===== config.mk =====
export PLATFORM = sky130hd
export DESIGN_NAME = wsh_steering
export DESIGN_NICKNAME = d
export VERILOG_FILES = /design/src/wsh_pkg.sv /design/src/wsh_steering.sv
export SDC_FILE = /design/constraint.sdc
export NUM_CORES = 1
export LEC_CHECK = 0
export BUFFER_PORTS_ARGS = -buffer_cell sky130_fd_sc_hd__buf_2
export CORE_MARGIN = 2
export CORE_UTILIZATION = 45
export CTS_CLUSTER_SIZE = 20
export DETAILED_ROUTE_END_ITERATION = 10
export RECOVER_POWER = 50
export SLEW_MARGIN = 20
export SYNTH_ARGS = -nofsm -noshare
export SYNTH_HDL_FRONTEND = slang
export SYNTH_SLANG_ARGS = --single-unit

===== constraint.sdc =====
create_clock -name clock -period 6.95 [get_ports clock]
set_input_delay 1.39 -clock clock [delete_from_list [all_inputs] [get_ports clock]]
set_output_delay 1.39 -clock clock [all_outputs]
set_load 0.01 [all_outputs]

===== src/wsh_pkg.sv =====
/*
  Package for the watchdog steering and high priority interrupt masking block.
  Holds register offsets, field positions, reset values and the bus carrier structs.
  Assumes a 32-bit Avalon-MM register bus with word-aligned byte addresses.
*/
package wsh_pkg;

  // ----------------------------------------------------------------
  // Register map (byte addresses)
  // ----------------------------------------------------------------
  localparam logic [4:0] OFS_CONTROL_0 = 5'h00;   // irq_control_reg_0
  localparam logic [4:0] OFS_CONTROL_1 = 5'h04;   // irq_control_reg_1
  localparam logic [4:0] OFS_STEERING_0 = 5'h08;  // irq_steering_reg_0
  localparam logic [4:0] OFS_NORMAL_SRC_0 = 5'h0c; // normal_irq_source_reg_0
  localparam logic [4:0] OFS_FAST_SRC_0 = 5'h10;  // fast_irq_source_reg_0
  localparam logic [4:0] OFS_PRIORITY_1 = 5'h14;  // irq_priority_reg_1
  localparam logic [4:0] OFS_EVENT_STATUS = 5'h18;
  localparam logic [4:0] OFS_EVENT_MASK = 5'h1c;

  // ----------------------------------------------------------------
  // Field positions
  // ----------------------------------------------------------------
  localparam int BIT_WATCHDOG = 17;
  localparam int BIT_HIGH_PRIO = 31;
  localparam int BIT_SEC_LO = 0;
  localparam int NUM_SEC = 4;
  localparam int PRIO_WDOG_LO = 2;
  localparam int PRIO_WDOG_HI = 3;

  // Event status bits of the block's own interrupt register.
  localparam int EVT_RESET_TAKEN = 0;
  localparam int EVT_IRQ_TAKEN = 1;
  localparam int EVT_UNMAPPED = 2;
  localparam int NUM_EVT = 3;

  // ----------------------------------------------------------------
  // Reset values
  // ----------------------------------------------------------------
  localparam logic [31:0] RST_CONTROL = 32'h0000_0000;
  localparam logic [31:0] RST_STEERING = 32'h0000_0000;
  localparam logic [31:0] RST_PRIORITY = 32'h0000_0000;
  localparam logic [31:0] RST_EVT_MASK = 32'h0000_0000;
  localparam logic [31:0] READ_UNMAPPED = 32'h0000_0000;

  // ----------------------------------------------------------------
  // Carriers
  // ----------------------------------------------------------------
  typedef struct packed {
    logic read;
    logic write;
    logic [4:0] address;
    logic [3:0] byteenable;
    logic [31:0] writedata;
  } wsh_req_s;

  typedef struct packed {
    logic [31:0] readdata;
    logic waitrequest;
  } wsh_rsp_s;

endpackage


===== src/wsh_steering.sv =====
/*
  Watchdog expiry steering and external interrupt masking, with an Avalon-MM slave.
  Assumes a separate watchdog counter that supplies an expiry pulse and an enable level,
  and external interrupt pins already synchronous to clock.
*/
`timescale 1ns/100ps

module wsh_steering
  import wsh_pkg::*;
#(
  parameter int NUM_SECONDARY = NUM_SEC
) (
  input wire logic clock,
  input wire logic reset,
  input wire wsh_req_s busReq,
  output wsh_rsp_s busRsp,
  input wire logic highPrioIrqIn_n,
  input wire logic [NUM_SECONDARY-1:0] secIrqIn_n,
  input wire logic watchdogExpire,
  input wire logic watchdogEnabled,
  output logic normalIrq,
  output logic fastIrq,
  output logic [1:0] watchdogPriority,
  output logic chipResetReq,
  output logic eventIrq
);

  // ----------------------------------------------------------------
  // Elaboration checks
  // ----------------------------------------------------------------
  // The source map is fixed by the package, so a parameter or constant that breaks it
  // stops elaboration instead of leaving a source silently unmapped or doubly mapped.
  if (NUM_SECONDARY != NUM_SEC) begin : g_chk_secondary
    $error("wsh_steering supports exactly four secondary inputs");
  end

  if (BIT_SEC_LO + NUM_SEC > BIT_WATCHDOG) begin : g_chk_sec_overlap
    $error("secondary sources overlap the watchdog source bit");
  end

  if (BIT_HIGH_PRIO <= BIT_WATCHDOG || BIT_HIGH_PRIO > 31) begin : g_chk_high_prio
    $error("high priority source bit lies outside the upper source field");
  end

  // The watchdog source is cleared through byte lane 2 only.
  if (BIT_WATCHDOG / 8 != 2) begin : g_chk_clear_lane
    $error("watchdog source bit must sit in byte lane 2");
  end

  if (PRIO_WDOG_HI != PRIO_WDOG_LO + 1) begin : g_chk_prio_field
    $error("watchdog priority field must be two bits wide");
  end

  // Event status and mask are written through lane 0, so every event bit must fit there.
  if (NUM_EVT > 8) begin : g_chk_evt_lane
    $error("event bits must fit in byte lane 0");
  end

  if (EVT_RESET_TAKEN >= NUM_EVT || EVT_IRQ_TAKEN >= NUM_EVT || EVT_UNMAPPED >= NUM_EVT) begin : g_chk_evt_bits
    $error("event bit position beyond the event field");
  end

  // The decode compares all five address bits, so offsets must be word addresses.
  if ((OFS_CONTROL_0[1:0] | OFS_CONTROL_1[1:0] | OFS_STEERING_0[1:0] | OFS_NORMAL_SRC_0[1:0]
       | OFS_FAST_SRC_0[1:0] | OFS_PRIORITY_1[1:0] | OFS_EVENT_STATUS[1:0] | OFS_EVENT_MASK[1:0])
      != 2'h0) begin : g_chk_aligned
    $error("register offsets must be word aligned");
  end

  // ----------------------------------------------------------------
  // Registers
  // ----------------------------------------------------------------
  logic [31:0] control0;
  logic [31:0] control1;
  logic [31:0] steering0;
  logic [31:0] priority1;
  logic [NUM_EVT-1:0] evtStatus;
  logic [NUM_EVT-1:0] evtMask;
  logic watchdogPending;
  logic ackPhase;
  logic [31:0] readData;

  logic busAccess;
  logic wrStrobe;
  logic rdTake;
  logic unmapped;
  logic [31:0] byteMask;
  logic [31:0] rawSrc;
  logic [31:0] enabledSrc;
  logic [31:0] normalSrc;
  logic [31:0] fastSrc;
  logic expiryValid;
  logic expiryToIrq;
  logic expiryToReset;
  logic [NUM_EVT-1:0] evtSet;
  logic [NUM_EVT-1:0] evtClear;
  logic wrControl0;
  logic wrControl1;
  logic wrSteering0;
  logic wrPriority1;
  logic wrEventMask;
  logic wrEventStatus;
  logic wrSourceClear;

  // ----------------------------------------------------------------
  // Bus slave
  // ----------------------------------------------------------------
  // Every access takes two cycles: waitrequest is low in the cycle after the request is seen,
  // which gives read data a full cycle out of a flop and keeps the write edge unique.
  assign busAccess = busReq.read | busReq.write;
  assign busRsp.waitrequest = ~ackPhase;
  assign busRsp.readdata = readData;
  assign wrStrobe = busReq.write & ackPhase;
  assign rdTake = busReq.read & ~ackPhase;

  always_ff @(posedge clock or posedge reset) begin
    if (reset) begin
      ackPhase <= 1'b0;
    end else begin
      ackPhase <= busAccess & ~ackPhase;
    end
  end

  genvar gb;
  generate
    for (gb = 0; gb < 4; gb++) begin : g_lane
      assign byteMask[gb*8 +: 8] = {8{busReq.byteenable[gb]}};
    end
  endgenerate

  always_comb begin
    unmapped = 1'b0;
    case (busReq.address)
      OFS_CONTROL_0, OFS_CONTROL_1, OFS_STEERING_0, OFS_NORMAL_SRC_0,
      OFS_FAST_SRC_0, OFS_PRIORITY_1, OFS_EVENT_STATUS, OFS_EVENT_MASK: unmapped = 1'b0;
      default: unmapped = 1'b1;
    endcase
  end

  // One strobe per writable location; each lands only at the edge where waitrequest is low.
  // Writes to read-only or unmapped words match no strobe and are dropped.
  // The event words and the source clear look at their single byte lane only.
  assign wrControl0 = wrStrobe && busReq.address == OFS_CONTROL_0;
  assign wrControl1 = wrStrobe && busReq.address == OFS_CONTROL_1;
  assign wrSteering0 = wrStrobe && busReq.address == OFS_STEERING_0;
  assign wrPriority1 = wrStrobe && busReq.address == OFS_PRIORITY_1;
  assign wrEventMask = wrStrobe && busReq.address == OFS_EVENT_MASK && busReq.byteenable[0];
  assign wrEventStatus = wrStrobe && busReq.address == OFS_EVENT_STATUS && busReq.byteenable[0];
  assign wrSourceClear = wrStrobe && busReq.address == OFS_NORMAL_SRC_0 && busReq.byteenable[2]
                         && busReq.writedata[BIT_WATCHDOG];

  // ----------------------------------------------------------------
  // Interrupt sources
  // ----------------------------------------------------------------
  // The high priority pin is treated as one more ordinary active-low source.
  always_comb begin
    rawSrc = 32'h0000_0000;
    rawSrc[BIT_HIGH_PRIO] = ~highPrioIrqIn_n;
    rawSrc[BIT_SEC_LO +: NUM_SEC] = ~secIrqIn_n;
    rawSrc[BIT_WATCHDOG] = watchdogPending;
  end

  // Pins are masked by the second control register, the watchdog by the first.
  always_comb begin
    enabledSrc = rawSrc & control1;
    enabledSrc[BIT_WATCHDOG] = rawSrc[BIT_WATCHDOG] & control0[BIT_WATCHDOG];
    fastSrc = enabledSrc & steering0;
    normalSrc = enabledSrc & ~steering0;
  end

  assign normalIrq = |normalSrc;
  assign fastIrq = |fastSrc;
  assign watchdogPriority = priority1[PRIO_WDOG_HI:PRIO_WDOG_LO];

  // ----------------------------------------------------------------
  // Watchdog expiry steering
  // ----------------------------------------------------------------
  // An expiry from a counter that is not enabled is ignored, so nothing fires before
  // software has run the enabling sequence in the counter block.
  assign expiryValid = watchdogExpire & watchdogEnabled;
  assign expiryToIrq = expiryValid & control0[BIT_WATCHDOG];
  assign expiryToReset = expiryValid & ~control0[BIT_WATCHDOG];

  // The reset request is a one-cycle pulse from a flop; the chip reset logic stretches it.
  always_ff @(posedge clock or posedge reset) begin
    if (reset) begin
      chipResetReq <= 1'b0;
    end else begin
      chipResetReq <= expiryToReset;
    end
  end

  // Pending is a sticky interrupt bit; it is cleared by writing a one to the source register.
  // A new expiry in the clearing cycle wins over the clear.
  always_ff @(posedge clock or posedge reset) begin
    if (reset) begin
      watchdogPending <= 1'b0;
    end else if (expiryToIrq) begin
      watchdogPending <= 1'b1;
    end else if (wrSourceClear) begin
      watchdogPending <= 1'b0;
    end
  end

  // ----------------------------------------------------------------
  // Control registers
  // ----------------------------------------------------------------
  // Each register has its own process, and a write touches only its enabled byte lanes.
  // All masks reset clear, so every source, the high priority pin included, starts masked,
  // and a watchdog expiry starts out steered to chip reset.
  always_ff @(posedge clock or posedge reset) begin
    if (reset) begin
      control0 <= RST_CONTROL;
    end else if (wrControl0) begin
      control0 <= (control0 & ~byteMask) | (busReq.writedata & byteMask);
    end
  end

  always_ff @(posedge clock or posedge reset) begin
    if (reset) begin
      control1 <= RST_CONTROL;
    end else if (wrControl1) begin
      control1 <= (control1 & ~byteMask) | (busReq.writedata & byteMask);
    end
  end

  always_ff @(posedge clock or posedge reset) begin
    if (reset) begin
      steering0 <= RST_STEERING;
    end else if (wrSteering0) begin
      steering0 <= (steering0 & ~byteMask) | (busReq.writedata & byteMask);
    end
  end

  always_ff @(posedge clock or posedge reset) begin
    if (reset) begin
      priority1 <= RST_PRIORITY;
    end else if (wrPriority1) begin
      priority1 <= (priority1 & ~byteMask) | (busReq.writedata & byteMask);
    end
  end

  always_ff @(posedge clock or posedge reset) begin
    if (reset) begin
      evtMask <= RST_EVT_MASK[NUM_EVT-1:0];
    end else if (wrEventMask) begin
      evtMask <= busReq.writedata[NUM_EVT-1:0];
    end
  end

  // ----------------------------------------------------------------
  // Block events and interrupt
  // ----------------------------------------------------------------
  always_comb begin
    evtSet = '0;
    evtSet[EVT_RESET_TAKEN] = expiryToReset;
    evtSet[EVT_IRQ_TAKEN] = expiryToIrq;
    evtSet[EVT_UNMAPPED] = busAccess & ~ackPhase & unmapped;
    evtClear = '0;
    if (wrEventStatus) begin
      evtClear = busReq.writedata[NUM_EVT-1:0];
    end
  end

  // Set has priority over write-one-to-clear in the same cycle.
  always_ff @(posedge clock or posedge reset) begin
    if (reset) begin
      evtStatus <= '0;
    end else begin
      evtStatus <= (evtStatus & ~evtClear) | evtSet;
    end
  end

  assign eventIrq = |(evtStatus & evtMask);

  // ----------------------------------------------------------------
  // Read data
  // ----------------------------------------------------------------
  always_ff @(posedge clock or posedge reset) begin
    if (reset) begin
      readData <= 32'h0000_0000;
    end else if (rdTake) begin
      case (busReq.address)
        OFS_CONTROL_0: readData <= control0;
        OFS_CONTROL_1: readData <= control1;
        OFS_STEERING_0: readData <= steering0;
        OFS_NORMAL_SRC_0: readData <= normalSrc;
        OFS_FAST_SRC_0: readData <= fastSrc;
        OFS_PRIORITY_1: readData <= priority1;
        OFS_EVENT_STATUS: readData <= {{(32-NUM_EVT){1'b0}}, evtStatus};
        OFS_EVENT_MASK: readData <= {{(32-NUM_EVT){1'b0}}, evtMask};
        default: readData <= READ_UNMAPPED;
      endcase
    end
  end

endmodule


==> results.py, run 1 <==
metrics = {
    "die": {
        "die_y_um": 133,
        "io_pins": 91,
        "die_x_um": 133,
        "start_util_pct": 45.5,
        "rows": 47,
        "coreArea_um2": 16300,
        "dieArea_um2": 17600,
    },
    "pwr": {
        "ir_drop_v": 0.000185,
        "seqPwrFrac_pct": 47.1,
        "leakage_nw": 3.88,
        "clkPwrFrac_pct": 42.7,
        "netSwitchingPower_w": 0.000584,
        "powerDensity_nw_per_um2": 280,
        "p_int_w": 0.00185,
        "combPwrFrac_pct": 10.2,
        "p_sw_share_pct": 24.0,
    },
    "finish": {
        "fillers": 1475,
        "seq_area_um2": 4230,
        "multiInputGateArea_um2": 3040,
        "syn_to_final_growth_pct": 16.6,
        "mostFrequentLayoutCells": "169 x dfrtp_1, 136 x mux2_2, 53 x a22oi_1",
        "design_area_um2": 8680,
        "nets": 710,
        "layout_commonest_cell": "dfrtp_1",
        "drive_above_1_share_pct": 36.5,
    },
    "logic_synthesis": {
        "ys_warn_count": 0,
        "synth_top_area_share_pct": 56.8,
        "async_flop_share_pct": 100,
        "synth_seq_cells": 169,
        "yosysSeqAreaShare_pct": 56.8,
        "syn-cell-area_um2": 7440,
        "ys.flop_type": "dfrtp_1",
        "synth_cells": 569,
        "synthTopCellsByArea": "dfrtp_1 57%, mux2_2 21%, a22oi_1 5.3%",
        "syn_nets": 621,
        "yosysTopAreaCell": "dfrtp_1",
        "syn_area_per_cell_um2": 13.1,
        "ys_types": 48,
        "synth_edf_count": 0,
    },
    "clock_tree": {
        "root_buffer": "clkbuf_16",
        "cts_tree": "done",
        "cts.repair.resized": 0,
        "cts_sinks": 169,
        "insertion_delay_ns": 0.42,
        "numCtsBuffers": 17,
        "postCtsHoldBufs": 0,
        "clock_path_buffers": 2,
        "htreeDepth": 4,
        "post-cts-setup-buffers": 0,
        "clk_pin_slew_ns": 0.06,
    },
    "sta": {
        "slew_violations": 28,
        "relSlewSlack_pct": -13.2,
        "finalHoldViolations": 0,
        "finalSetupViolations": 0,
        "whs_ns": 0.506,
        "setup_ws_ns": 2.85,
        "worst_pin_slew_ns": 1.70,
        "min_period_ns": 4.10,
        "period_share_pct": 59.0,
        "clock.fmax_mhz": 244,
        "setup_tns_ns": 0,
        "fin_skew_ns": 0.00933,
        "rsz0062_at_grt": "false",
    },
    "setup_path": {
        "crit_chain": "clkbuf_1 > or3_1 > nor3_4 > clkbuf_1 > a221oi_1 > a31oi_1",
        "critPathKind": "input port to register",
        "cp_max_fo": 27,
        "crit_path_end_kind": "register",
        "slowest_stage": "clkbuf_1",
        "crit_buf_inv": 2,
        "critPathTopFamily": "buffers and inverters",
        "cp.arrival_ns": 4.44,
        "critical-path-max-stage-delay_ns": 1.25,
        "reg2reg_from": "ackPhase",
        "r2r.worst_path.cells": 3,
        "cp.required_ns": 7.29,
        "critPathLaunchType": "input port",
        "reg2reg_slack_ns": 4.97,
        "crit_start": "busReq[39]",
        "crit_top_cell": "clkbuf_1",
    },
    "global_route": {
        "grt_util_met1_pct": 29.7,
        "grt.total_usage_pct": 21.6,
        "antenna_found_initial": 3,
        "grt.busiest_layer": "met2",
        "grt_max_degree": 107,
        "grt_pass1_wl_um": 29300,
        "grt_pass1_vias": 5230,
        "use_met3_pct": 5.90,
        "gr-total-overflow": 0,
        "grt_use_met2_pct": 33.7,
    },
    "drt": {
        "viasPerCell": 5.78,
        "dr.pass1.iters": 5,
        "wl_um": 18200,
        "vias": 5155,
        "ant_nets": 0,
        "drc": 0,
        "drt_iter0_drc": 345,
        "routedWlPerCell_um": 20.4,
    },
    "placement": {
        "place.gp.congestion": 0.803,
        "post-place-ws_ns": 3.11,
        "portBuffers": 90,
        "dp_hpwl_um": 11900,
        "placed_area_um2": 8070,
    },
    "min_path": {
        "hp-class": "register to register",
        "hold_depth": 1,
    },
    "status": {
        "failed_checks": "capacitance limit, slew limit",
        "status": "finished, violations left",
    },
    "job": {
        "drv_cap": 1,
    },
}
## layer usage
metal | wire [um] | up-vias
met5 | 27 | -
met4 | 289 | 4
met3 | 1050 | 28
met2 | 8660 | 154
met1 | 8170 | 2650
li1 | - | 2319
## cell type report
cell class / count / area share [%]
clock buffer: 21 / 5.31
multi-input combinational: 366 / 35.1
antenna: 1 / 0.0288
clock inverter: 11 / 2.24
timing repair buffer: 95 / 5.00
inverter: 9 / 0.447
sequential: 169 / 48.7
tap: 220 / 3.17
## through the flow
step | util, % | total power, W | std cells
6_report | 53.1 | 0.00243 | 892
5_1_grt | 53.1 | 0.00253 | 892
4_1_cts | 53.4 | 0.00246 | 891
3_5_place_dp | 49.4 | 0.00142 | 859
3_3_place_gp | 49.4 | 0.00141 | 859
2_1_floorplan | - | 0.00131 | 569
## worst max-delay path by stage
stage	end	slack, ns	cells past startpoint
2_1_floorplan	async pin	0.98	1
3_3_place_gp	readData[20]	3.30	6
3_5_place_dp	normalIrq	3.11	5
4_1_cts	normalIrq	3.09	5
5_1_grt	readData[0]	2.76	6
6_report	readData[0]	2.85	6
## synth_stat cells (all sizes together) (2+ instances only)
master / instances
nor2b: 7
a21oi: 5
nor3: 6
nor4: 2
nand3: 11
nand2: 12
nor3b: 4
a32oi: 3
o21ai: 5
clkbuf: 8
and3: 2
a32o: 2
o22ai: 2
a22o: 2
nand2b: 2
a31oi: 32
inv: 9
mux2: 136
nand3b: 4
a221oi: 3
nor2: 51
o31ai: 2
buf: 17
dfrtp: 169
nor4bb: 4
a22oi: 53
## power groups by stage
stage | registers, W | logic, W | clock network, W
3_3_place_gp | 0.00116 | 0.000253 | 0
2_1_floorplan | 0.00116 | 0.000154 | 0
3_5_place_dp | 0.00116 | 0.000261 | 0
4_1_cts | 0.00115 | 0.000261 | 0.00106
5_1_grt | 0.00116 | 0.000277 | 0.00110
6_report | 0.00115 | 0.000249 | 0.00104
## cell families (layout without fill, tap and decap cells)
logic type | after synthesis | count (layout) | synth area share, %
multiplexers | 136 | 136 | 20.6
AND/OR/NAND/NOR | 110 | 110 | 8.64
flip-flops | 169 | 169 | 56.8
buffers and inverters | 34 | 136 | 2.42
other | 0 | 1 | 0
AO/OA/AOI/OAI | 120 | 120 | 11.6
Note: power is estimated with default switching activity, not from simulation.
==> inputs of run 2 (changes only) <==
--- a/config.mk
+++ b/config.mk
@@ -10,6 +10,7 @@
 export CORE_UTILIZATION = 45
 export CTS_CLUSTER_SIZE = 20
 export DETAILED_ROUTE_END_ITERATION = 10
+export PLACE_DENSITY = 0.67
 export RECOVER_POWER = 50
 export SLEW_MARGIN = 20
 export SYNTH_ARGS = -nofsm -noshare
==> constraint.sdc (replaced) <==
create_clock -name clock -period 3.7 [get_ports clock]
set_input_delay 0.74 -clock clock [delete_from_list [all_inputs] [get_ports clock]]
set_output_delay 0.74 -clock clock [all_outputs]
set_load 0.01 [all_outputs]
==> results.py, run 2 (synthesized netlist as in run 1, its figures left out) <==
metrics = {
    "die": {
        "coreArea_um2": 16300,
        "start_util_pct": 45.5,
        "dieArea_um2": 17600,
        "die_y_um": 133,
        "io_pins": 91,
        "rows": 47,
        "die_x_um": 133,
    },
    "drt": {
        "dr.pass1.iters": 5,
        "routedWlPerCell_um": 20.1,
        "drc": 0,
        "drt_iter0_drc": 344,
        "wl_um": 18000,
        "vias": 5188,
        "viasPerCell": 5.78,
        "ant_nets": 0,
    },
    "sta": {
        "min_period_ns": 2.62,
        "setup_tns_ns": 0,
        "slew_violations": 40,
        "finalSetupViolations": 0,
        "period_share_pct": 70.9,
        "clock.fmax_mhz": 381,
        "fin_skew_ns": 0.00787,
        "relSlewSlack_pct": -27.5,
        "worst_pin_slew_ns": 1.90,
        "finalHoldViolations": 0,
        "rsz0062_at_grt": "false",
    },
    "setup_path": {
        "critPathLaunchType": "register",
        "cp_max_fo": 3,
        "r2r-end": "evtMask[0]",
        "critical-path-max-stage-delay_ns": 0.48,
        "r2r.worst_path.cells": 3,
        "slowest_stage": "a2111oi_0",
        "crit_chain": "nor2b_1 > a2111oi_0 > o221ai_1 > buf_2",
        "cp.required_ns": 2.96,
        "reg2reg_from": "ackPhase",
        "reg2reg_slack_ns": 1.65,
        "cp.arrival_ns": 1.88,
        "critPathKind": "register to primary output",
        "crit_path_end_kind": "primary output",
    },
    "pwr": {
        "clkPwrFrac_pct": 40.3,
        "powerDensity_nw_per_um2": 507,
        "netSwitchingPower_w": 0.00109,
        "combPwrFrac_pct": 11.0,
        "p_sw_share_pct": 24.7,
        "seqPwrFrac_pct": 48.7,
        "ir_drop_v": 0.000354,
        "leakage_nw": 3.96,
        "p_int_w": 0.00333,
    },
    "placement": {
        "dp_cells": 865,
        "dp_hpwl_um": 12400,
        "place.gp.congestion": 0.875,
        "portBuffers": 90,
    },
    "clock_tree": {
        "cts_tree": "done",
        "cts_sinks": 169,
        "insertion_delay_ns": 0.43,
        "cts.repair.resized": 0,
        "numCtsBuffers": 17,
        "postCtsHoldBufs": 0,
        "htreeDepth": 4,
        "post-cts-setup-buffers": 0,
        "root_buffer": "clkbuf_16",
        "clk_pin_slew_ns": 0.06,
        "clock_path_buffers": 2,
    },
    "global_route": {
        "grt_pass1_wl_um": 29100,
        "gr-total-overflow": 0,
        "antenna_found_initial": 0,
        "grt.total_usage_pct": 21.4,
        "grt_pass1_vias": 5373,
        "grt_max_degree": 67,
    },
    "status": {
        "status": "finished, violations left",
        "failed_checks": "capacitance limit, slew limit",
    },
    "finish": {
        "nets": 716,
        "drive_above_1_share_pct": 40.8,
        "mostFrequentLayoutCells": "169 x dfrtp_1, 136 x mux2_2, 74 x buf_2",
        "syn_to_final_growth_pct": 17.3,
        "finalNonFillerCells": 897,
        "fillers": 1445,
        "antenna_cells": 0,
        "layout_commonest_cell": "dfrtp_1",
    },
    "min_path": {
        "min_to": "readData[1]",
        "hp-start": "readData[1]",
        "hold_depth": 1,
        "hp-class": "register to register",
    },
    "job": {
        "drv_cap": 1,
    },
}
-- run 2: per-stage QoR --
stage	util (%)	area, um^2	worst slack (ns)	total power [W]	hold WS [ns]
finish	53.4	8730	1.08	0.00442	0.498
global route	53.4	8730	0.966	0.00461	0.517
CTS	53.5	8750	1.07	0.00448	0.504
detailed placement	49.9	8160	0.967	0.00268	0.489
global placement	49.9	8160	1.00	0.00266	0.488
floorplan	-	7450	0.805	0.00247	0.467
-- run 2: final cells by class --
class | instances | area (um^2) | area share, %
multi-input combinational | 366 | 3040 | 34.9
sequential | 169 | 4230 | 48.4
tap | 220 | 275 | 3.15
clock buffer | 20 | 447 | 5.12
timing repair buffer | 101 | 551 | 6.31
inverter | 9 | 35.0 | 0.401
clock inverter | 12 | 150 | 1.72
-- run 2: layer usage --
layer | part of all wire (%) | vias up | track usage [%]
met5 | 0 | - | 0
met4 | 1.4 | 0 | 6.45
met3 | 6.0 | 23 | 4.71
met2 | 48 | 181 | 35.0
met1 | 44 | 2662 | 28.7
li1 | - | 2322 | -
-- run 2: worst max-delay path by stage --
stage | from | endpoint | slack [ns]
floorplan | reset | async pin | 0.81
global placement | busReq[40] | register | 1.00
detailed placement | busReq[40] | register | 0.97
CTS | register | normalIrq | 1.07
global route | register | normalIrq | 0.97
finish | register | normalIrq | 1.08
-- run 2: power groups by stage --
stage / clock network [W] / registers (W) / logic (W)
after global routing: 0.00190 / 0.00218 / 0.000539
after detailed placement: 0 / 0.00219 / 0.000499
after floorplan: 0 / 0.00218 / 0.000290
after CTS: 0.00182 / 0.00215 / 0.000501
after global placement: 0 / 0.00217 / 0.000483
final: 0.00178 / 0.00215 / 0.000489
-- run 2: worst max-delay path: cells and delay by family, from the launching register on --
| family | cells | cell delay (ns) |
|---|---|---|
| buf+inv | 1 | 0.19 |
| compound gates | 2 | 0.70 |
| flops | 1 | 0.39 |
| simple gates | 1 | 0.18 |
